[src/design/hpc_regs.svh]
// Register offsets, field positions, reset values and timing constants of the period and mode bank.
// Behaviour
// - Period report updates continuously during playback
// - Upper read first freezes both until low
// - Playback end releases freeze, updates resume
// - Period equals count times fixed step
// - Shared target address answered when enabled
// - Averaging over four when bit cleared
// - Compensation code selects 0,2,4,5 percent
// - Pulse trigger mode: pin and go start
// - Level trigger mode: pin enables, go ignored
// - Interrupt mode: open drain, go only
// - Pin function change mid-process forces standby
// - Mode field selects one of four processes
// - Mode change mid-process stops at once
// - Upper period bits sit below low byte
// - Unmasked status sources drive interrupt pin
`ifndef HPC_REGS_SVH
`define HPC_REGS_SVH
`define HPC_ADDR_IRQ_MASK 8'h02
`define HPC_ADDR_PERIOD_HIGH 8'h05
`define HPC_ADDR_PERIOD_LOW 8'h06
`define HPC_ADDR_CONFIG 8'h07
`define HPC_CFG_SHARED_EN_BIT 7
`define HPC_CFG_AVG_OFF_BIT 6
`define HPC_CFG_COMP_LSB 4
`define HPC_CFG_PIN_LSB 2
`define HPC_CFG_MODE_LSB 0
`define HPC_RESET_CONFIG 8'h54
`define HPC_RESET_IRQ_MASK 5'h18
`define HPC_SHARED_TARGET_ADDR 7'h58
`define HPC_PERIOD_STEP_NS 24390
`define HPC_AVG_DEPTH 4
`endif

[src/design/hpc_pkg.sv]
// Types of the period and mode bank.
package hpc_pkg;
	typedef enum logic [1:0] {HPC_PIN_PULSE, HPC_PIN_LEVEL, HPC_PIN_IRQ, HPC_PIN_RSVD} hpc_pin_func_t;
	typedef enum logic [1:0] {HPC_MODE_REALTIME, HPC_MODE_SEQUENCER, HPC_MODE_DIAG, HPC_MODE_CALIB} hpc_mode_t;
	typedef struct packed {
		logic [6:0] addr;
		logic rd;
		logic wr;
		logic [7:0] wdata;
	} hpc_reg_req_t;
	typedef struct packed {
		logic process_start;
		logic process_cancel;
		logic standby;
	} hpc_ctrl_t;
	typedef struct packed {
		logic [7:0] cfg;
		logic [4:0] mask;
		logic lock;
		logic [9:0] report;
		logic [29:0] hist;
		logic active_d;
		logic [2:0] pin_sync;
		logic pin_level;
		hpc_ctrl_t ctrl;
		logic [7:0] rdata;
		logic [24:0] period_ns;
		logic irq;
	} hpc_state_t;
endpackage

[src/design/hpc_bank.sv]
// Period report and general configuration register bank.
`timescale 1ns/1ps
`default_nettype none
`include "hpc_regs.svh"
module hpc_bank #(
	parameter int PERIOD_W = 10
) (
	// Clock and reset.
	input wire logic sys_clk_i,
	input wire logic rst_n_i,
	// Register port from the serial target engine.
	input wire hpc_pkg::hpc_reg_req_t reg_req_i,
	output logic [7:0] reg_rdata_o,
	// Target address check.
	input wire logic [6:0] target_addr_i,
	output logic shared_addr_match_o,
	// Measurement and engine status.
	input wire logic [PERIOD_W-1:0] period_sample_i,
	input wire logic period_valid_i,
	input wire logic playback_active_i,
	input wire logic [4:0] status_src_i,
	input wire logic go_write_i,
	input wire logic go_value_i,
	// Trigger or interrupt pin.
	input wire logic trigger_or_irq_pin_i,
	output logic trigger_or_irq_pin_o,
	output logic trigger_or_irq_pin_oe_o,
	// Engine controls.
	output hpc_pkg::hpc_ctrl_t ctrl_o,
	output hpc_pkg::hpc_mode_t mode_o,
	output logic [2:0] line_regulation_comp_pct_o,
	output logic [24:0] resonance_period_ns_o
);
	import hpc_pkg::*;

	if (PERIOD_W != 10) begin
		$error("hpc_bank serves a 10-bit period only");
	end

	// ****************************************
	// Helpers
	// ****************************************
	function automatic logic [9:0] avg4(input logic [9:0] a, input logic [29:0] h);
		logic [11:0] s;
		s = 12'(a) + 12'(h[9:0]) + 12'(h[19:10]) + 12'(h[29:20]);
		return s[11:2];
	endfunction

	function automatic logic [2:0] comp_pct(input logic [1:0] code);
		logic [2:0] p;
		unique case (code)
			2'd0: p = 3'd0;
			2'd1: p = 3'd2;
			2'd2: p = 3'd4;
			2'd3: p = 3'd5;
		endcase
		return p;
	endfunction

	// ****************************************
	// State
	// ****************************************
	hpc_state_t st;
	hpc_state_t next_st;
	hpc_pin_func_t pin_func;
	hpc_pin_func_t wr_pin_func;
	logic cfg_wr;
	logic pin_rise;
	logic pin_fall;

	assign pin_func = hpc_pin_func_t'(st.cfg[`HPC_CFG_PIN_LSB +: 2]);
	assign wr_pin_func = hpc_pin_func_t'(reg_req_i.wdata[`HPC_CFG_PIN_LSB +: 2]);
	assign cfg_wr = reg_req_i.wr && ({1'b0, reg_req_i.addr} == `HPC_ADDR_CONFIG);
	assign pin_rise = (st.pin_sync[1] == st.pin_sync[2]) && st.pin_sync[2] && !st.pin_level;
	assign pin_fall = (st.pin_sync[1] == st.pin_sync[2]) && !st.pin_sync[2] && st.pin_level;

	always_comb begin
		next_st = st;
		next_st.ctrl = '0;
		next_st.active_d = playback_active_i;
		next_st.pin_sync = {st.pin_sync[1:0], trigger_or_irq_pin_i};
		if (st.pin_sync[1] == st.pin_sync[2]) begin
			next_st.pin_level = st.pin_sync[2];
		end
		// Measurement path.
		if (period_valid_i && playback_active_i) begin
			next_st.hist = {st.hist[19:0], period_sample_i};
			if (!st.lock) begin
				if (st.cfg[`HPC_CFG_AVG_OFF_BIT]) begin
					next_st.report = period_sample_i;
				end else begin
					next_st.report = avg4(period_sample_i, st.hist);
				end
			end
		end
		next_st.period_ns = 25'(st.report * `HPC_PERIOD_STEP_NS);
		// Playback end releases the freeze; a high read in the same cycle sets it again.
		if (st.active_d && !playback_active_i) begin
			next_st.lock = 1'b0;
		end
		// Register reads, with the read lock side effects.
		if (reg_req_i.rd) begin
			unique case ({1'b0, reg_req_i.addr})
				`HPC_ADDR_IRQ_MASK: next_st.rdata = {3'h0, st.mask};
				`HPC_ADDR_PERIOD_HIGH: begin
					next_st.rdata = {6'h00, st.report[9:8]};
					next_st.lock = 1'b1;
				end
				`HPC_ADDR_PERIOD_LOW: begin
					next_st.rdata = st.report[7:0];
					next_st.lock = 1'b0;
				end
				`HPC_ADDR_CONFIG: next_st.rdata = st.cfg;
				default: next_st.rdata = 8'h00;
			endcase
		end
		// Register writes; the low period byte takes none.
		if (reg_req_i.wr && ({1'b0, reg_req_i.addr} == `HPC_ADDR_IRQ_MASK)) begin
			next_st.mask = reg_req_i.wdata[4:0];
		end
		if (cfg_wr) begin
			next_st.cfg = reg_req_i.wdata;
			if (playback_active_i && ((wr_pin_func != pin_func)
				|| (reg_req_i.wdata[1:0] != st.cfg[1:0]))) begin
				next_st.ctrl.standby = 1'b1;
			end
		end
		// Start and cancel sources by pin function.
		if (!next_st.ctrl.standby) begin
			unique case (pin_func)
				HPC_PIN_PULSE: begin
					next_st.ctrl.process_start = pin_rise || (go_write_i && go_value_i);
					next_st.ctrl.process_cancel = go_write_i && !go_value_i;
				end
				HPC_PIN_LEVEL: begin
					next_st.ctrl.process_start = pin_rise;
					next_st.ctrl.process_cancel = pin_fall;
				end
				HPC_PIN_IRQ: begin
					next_st.ctrl.process_start = go_write_i && go_value_i;
					next_st.ctrl.process_cancel = go_write_i && !go_value_i;
				end
				HPC_PIN_RSVD: begin
					next_st.ctrl.process_start = 1'b0;
				end
			endcase
		end
		next_st.irq = (pin_func == HPC_PIN_IRQ) && |(status_src_i & ~st.mask);
	end

	always_ff @(posedge sys_clk_i) begin
		if (!rst_n_i) begin
			st <= '0;
			st.cfg <= `HPC_RESET_CONFIG;
			st.mask <= `HPC_RESET_IRQ_MASK;
		end else begin
			st <= next_st;
		end
	end

	// ****************************************
	// Outputs
	// ****************************************
	assign reg_rdata_o = st.rdata;
	assign shared_addr_match_o = st.cfg[`HPC_CFG_SHARED_EN_BIT] && (target_addr_i == `HPC_SHARED_TARGET_ADDR);
	assign trigger_or_irq_pin_o = 1'b0;
	assign trigger_or_irq_pin_oe_o = st.irq;
	assign ctrl_o = st.ctrl;
	assign mode_o = hpc_mode_t'(st.cfg[`HPC_CFG_MODE_LSB +: 2]);
	assign line_regulation_comp_pct_o = comp_pct(st.cfg[`HPC_CFG_COMP_LSB +: 2]);
	assign resonance_period_ns_o = st.period_ns;
endmodule
`default_nettype wire

[config.mk]
export PLATFORM = sky130hd
export DESIGN_NAME = hpc_bank
export DESIGN_NICKNAME = d
export VERILOG_FILES = /design/src/design/hpc_pkg.sv /design/src/design/hpc_bank.sv
export VERILOG_INCLUDE_DIRS = /design/src /design/src/design
export SDC_FILE = /design/constraint.sdc
export NUM_CORES = 1
export LEC_CHECK = 0
export BUFFER_PORTS_ARGS = -buffer_cell sky130_fd_sc_hd__buf_2
export CAP_MARGIN = 20
export CELL_PAD_IN_SITES_DETAIL_PLACEMENT = 0
export CELL_PAD_IN_SITES_GLOBAL_PLACEMENT = 1
export CORE_ASPECT_RATIO = 0.9
export CORE_MARGIN = 2
export CORE_UTILIZATION = 30
export DETAILED_ROUTE_END_ITERATION = 16
export GPL_ROUTABILITY_DRIVEN = 0
export PLACE_DENSITY = 0.7
export SLEW_MARGIN = 20
export SYNTH_ARGS = -nofsm -noshare
export SYNTH_HDL_FRONTEND = slang
export SYNTH_SLANG_ARGS = --single-unit
[constraint.sdc]
create_clock -name sys_clk_i -period 5.5 [get_ports sys_clk_i]
set_clock_uncertainty 0.2 [all_clocks]
set_input_delay 1.1 -clock sys_clk_i [delete_from_list [all_inputs] [get_ports sys_clk_i]]
set_output_delay 1.1 -clock sys_clk_i [all_outputs]
set_load 0.005 [all_outputs]
== Word-level counts from Yosys, hierarchy flattened ==
Index checks and enable logic that the tools add are counted.
Widths: inputs -> output; s select.
Operators by class
  reductions and logical operators: 25
  mux-type cells: 10
  add/sub/neg operators: 3
  equality and inequality tests: 14
  bitwise operators: 4
  multiply operators: 1
Operator list (number)
  $pmux 8 s4: 1
  $mul 10x14->24 const B: 1
  $eq 7x3->1 const B: 3
  $logic_and 1x1->1: 13
  $add 11x10->12: 1
  $add 12x10->12: 1
  $pmux 3 s4: 1
  $add 10x10->11: 1
  $mux 10: 1
  $eq 2x2->1 const B: 4
  $eq 7x2->1 const B: 1
  $eq 7x7->1 const B: 1
  $and 5x5->5: 1
  $not 5->5: 1
  $reduce_or 5->1: 1
  $eq 2x1->1 const B: 2
  $logic_not 1->1: 4
  $logic_not 2->1: 2
  $mux 1: 4
  $ne 2x2->1: 2
  $pmux 1 s2: 2
  $pmux 1 s4: 1
  $reduce_or 2->1: 2
  $logic_or 1x1->1: 2
  3 further kinds: 4
Storage, ports and cells
  output and inout port bits: 44
  register bits after elaboration: 96

== Depth between registers and ports, before layout ==
  depth in word-level cells: 6
  gate-level depth with buffers: 18
  gate-level depth less buffers: 18

== Worst setup path before layout ==
No wires, ideal clock.
  path type: reg2reg
  start: register st[73] (netlist name)
  end: register st, in the netlist resonance_period_ns_o[21]
  period minus slack after synthesis: 4.699 ns
  stages on the path, launching flop included: 17
  slack: 0.801 ns
  path buffers: 0
  setup time: 0.072 ns
  arrival time: 4.427 ns
  cells stage by stage: dfxtp_1 -> fa_1 -> fa_1 -> inv_1 -> fa_1 -> inv_1 -> fa_1 -> inv_1 -> fa_1 -> inv_1 -> ha_1 -> nand2_1 -> or3_1 -> a211oi_1 -> a211oi_2 -> a21oi_1 -> mux2i_1
On the way
  longest elaborated chain between the ends: 1
RTL lines
  from (decl): RTL line hpc_bank.sv:63  | hpc_state_t st;
  from (signal assigned): RTL line hpc_bank.sv:157  | st <= next_st;
  $mul 10x14->24 (no source line)
Every way passes these cells.
A chain may end at the register's enable or synchronous reset.

== Final worst setup path ==
  start: register st[74] (netlist name)
  end: register st, in the netlist resonance_period_ns_o[21]
The elaborated chain is that of the path after synthesis.

==> out/qor.txt <==
Slowest CP cell - fa_1
Die area - 25700 sq um
First-pass GRT wire length - 27.0 mm
Flop-to-flop setup slack - 440 ps
Final Routed Wirelength - 16.4 mm
Leakage - 3.85 nW
Crit Path Max Fanout - 7
Mapped Area - 7320 sq um
Top FF cell, synth - dfxtp_1
Critical Path Stages - 18
Endpoints failing setup - 0
Worst Hold Class - flip-flop to flip-flop
Reg2reg path depth - 18
Crit. End Element - flip-flop
Violation count after the first detailed-routing iteration - 328
R2R Path End - resonance_period_ns_o[21]
Worst-path clk slew - 70 ps
Total power - 2.23 mW
CTS Sinks - 95
Final Hold Fails - 0
Root buf cell - clkbuf_16
Mean post-synth cell area - 9.05 sq um
CP top delay family - adder cells
Pre-antenna DRT Iters - 4
Gr ovfl total - 0
Setup bufs post-CTS - 0
RSZ-0062 raised after global routing - false
CTS buffer count - 9
Worst-Margin Slew - 657 ps
Register area share after synthesis - 0.260
Initial core utilization - 0.303
Antenna diodes - 0
Number of antenna violations at the first check in global routing - 0
Row Count - 54
CTS HTree Levels - 3
Worst Path Buf+Inv - 6
Fin. max-slew vios - 0
Die X - 169 microns
Routed Antenna Nets - 0
Slowest stage delay, CP - 530 ps
Flops & latches, synth - 95
Via count - 5463
PD cells - 278 nW/um^2
Core area - 24100 sq um
Critical path's most frequent cell - inv_1
Area Overhead vs Synth - 9.61%
Worst-skew pair later-pin latency - 350 ps
Hold EP - next_st[40]
Achievable Freq - 198 MHz
Final net count - 1030
Maxcap violations - 0
I/O Buffers - 87
EDFF count, synth - 0
Synth unique cells - 68
Post-DP HPWL - 12.9 mm
Worst EP required - 5580 ps
Hold buffers post-CTS - 0
GRT Total Usage - 0.130
Status - completed
Pin count of the biggest net entering global routing - 37
Hold_sp - next_st[39]
Maximum clock path buffer count - 2
Tcrit/Tclk final - 0.919
Worst hold path depth - 1
Number of global-route vias before repair - 5238
Critical-path cell list - inv_1 > ha_1 > inv_1 > fa_1 > inv_1 > fa_1 > inv_1 > fa_1 > inv_1 > fa_1 > inv_1 > ha_1 > nand2_1 > or3_1 > a211oi_1 > a211oi_2 > a21oi_1 > mux2i_1
Crit Path Class - flip-flop to flip-flop
Tmin final - 5060 ps
Critical R2R Launch - st[74]
Drt drc - 0
Synth Instances - 809
# IOs - 90
Syn. warnings - 0
Worst Path Arrival - 5140 ps
Setup TNS - 0 ps
Vias/cell - 4.73
Worst vdd ir - 0.159 mV
Worst slew margin - 0.556
Post-cts gate resize count - 0
Die H - 152 microns
Share of cells above drive strength 1 - 0.150
Post-DR wirelength/cell - 14.2 microns
Async set-reset flop share out of synthesis - 0
CP Launch Type - flip-flop
Most frequent cells in the layout - nand2_1, dfxtp_1, inv_1
CTS tree - done
-- registers in the layout, indices dropped and copies added (netlist names) --
register                 flops
resonance_period_ns_o       24
mode_o                       2
reg_rdata_o                  8
next_st                      2
ctrl_o                       3
st                          53
trigger_or_irq_pin_oe_o      1
pin_func                     2
-- cell usage after synthesis, types with 4 or more instances --
library cell | n | area, sq um
xor2_1 | 16 | 140
o22ai_1 | 7 | 43.8
or3_1 | 4 | 25.0
nor2_1 | 42 | 158
a31oi_1 | 11 | 68.8
buf_4 | 41 | 308
xnor2_1 | 12 | 105
mux2_2 | 6 | 67.6
nor4_1 | 4 | 25.0
a22oi_1 | 5 | 37.5
nor2b_1 | 4 | 25.0
o21ai_0 | 21 | 105
ha_1 | 83 | 1040
nand3_1 | 15 | 75.1
nand2_1 | 95 | 357
mux2i_1 | 13 | 130
inv_1 | 91 | 342
fa_1 | 57 | 1140
dfxtp_1 | 95 | 1900
nand2b_1 | 6 | 37.5
and2_1 | 18 | 113
a21o_1 | 10 | 75.1
o211ai_1 | 4 | 30.0
o21a_1 | 5 | 37.5
a21oi_1 | 55 | 275
nor3_1 | 5 | 25.0
a211oi_1 | 5 | 37.5
clkbuf_1 | 24 | 90.1
-- power breakdown --
group	total, mW	leakage [nW]	switching (mW)	internal, mW
combinational	0.844	2.93	0.484	0.360
clock	0.616	0.140	0.294	0.322
sequential	0.772	0.775	0.0289	0.743
-- worst max-delay path by stage --
stage	slack, ps	startpoint	endpoint
after floorplan	800	st[73]	resonance_period_ns_o[21]
after global placement	570	st[80]	resonance_period_ns_o[17]
after detailed placement	460	st[74]	resonance_period_ns_o[21]
after CTS	440	st[80]	resonance_period_ns_o[17]
after global routing	130	st[74]	resonance_period_ns_o[21]
final	440	st[74]	resonance_period_ns_o[21]
-- per-layer routing --
| metal | track usage | part of all wire |
|---|---|---|
| met3 | 0.0249 | 0.039 |
| met5 | 0 | 0 |
| met4 | 0.0304 | 0.011 |
| met1 | 0.188 | 0.50 |
| met2 | 0.201 | 0.45 |
-- metrics by stage --
| stage | instance area, sq um | hold WS (ps) | util | setup slack (ps) | instances |
|---|---|---|---|---|---|
| after floorplan | 7320 | 212 | - | 801 | 810 |
| after CTS | 8020 | 255 | 0.333 | 437 | 1156 |
| final | 8020 | 251 | 0.333 | 443 | 1156 |
| after global routing | 8020 | 264 | 0.333 | 127 | 1156 |
| after global placement | 7740 | 226 | 0.321 | 574 | 1141 |
| after detailed placement | 7740 | 229 | 0.321 | 460 | 1141 |
-- logic make-up after synthesis --
| group | share of synthesized area |
|---|---|
| AOI/OAI and AO/OA | 0.129 |
| xor gates and xnor gates | 0.0335 |
| adders and majority gates | 0.298 |
| buffers and inverters | 0.107 |
| DFF | 0.260 |
| muxes | 0.0270 |
| other | 0.000512 |
| and+or+nand+nor | 0.145 |
-- cell type report --
| class | instances | area, sq um |
|---|---|---|
| fill | 2525 | 16100 |
| inverter | 91 | 342 |
| multi-input combinational | 555 | 4640 |
| timing repair buffer | 92 | 473 |
| clock inverter | 5 | 40.0 |
| clock buffer | 10 | 239 |
| sequential | 95 | 1900 |
| tap | 308 | 385 |
Power figures use the tool's default switching activity.
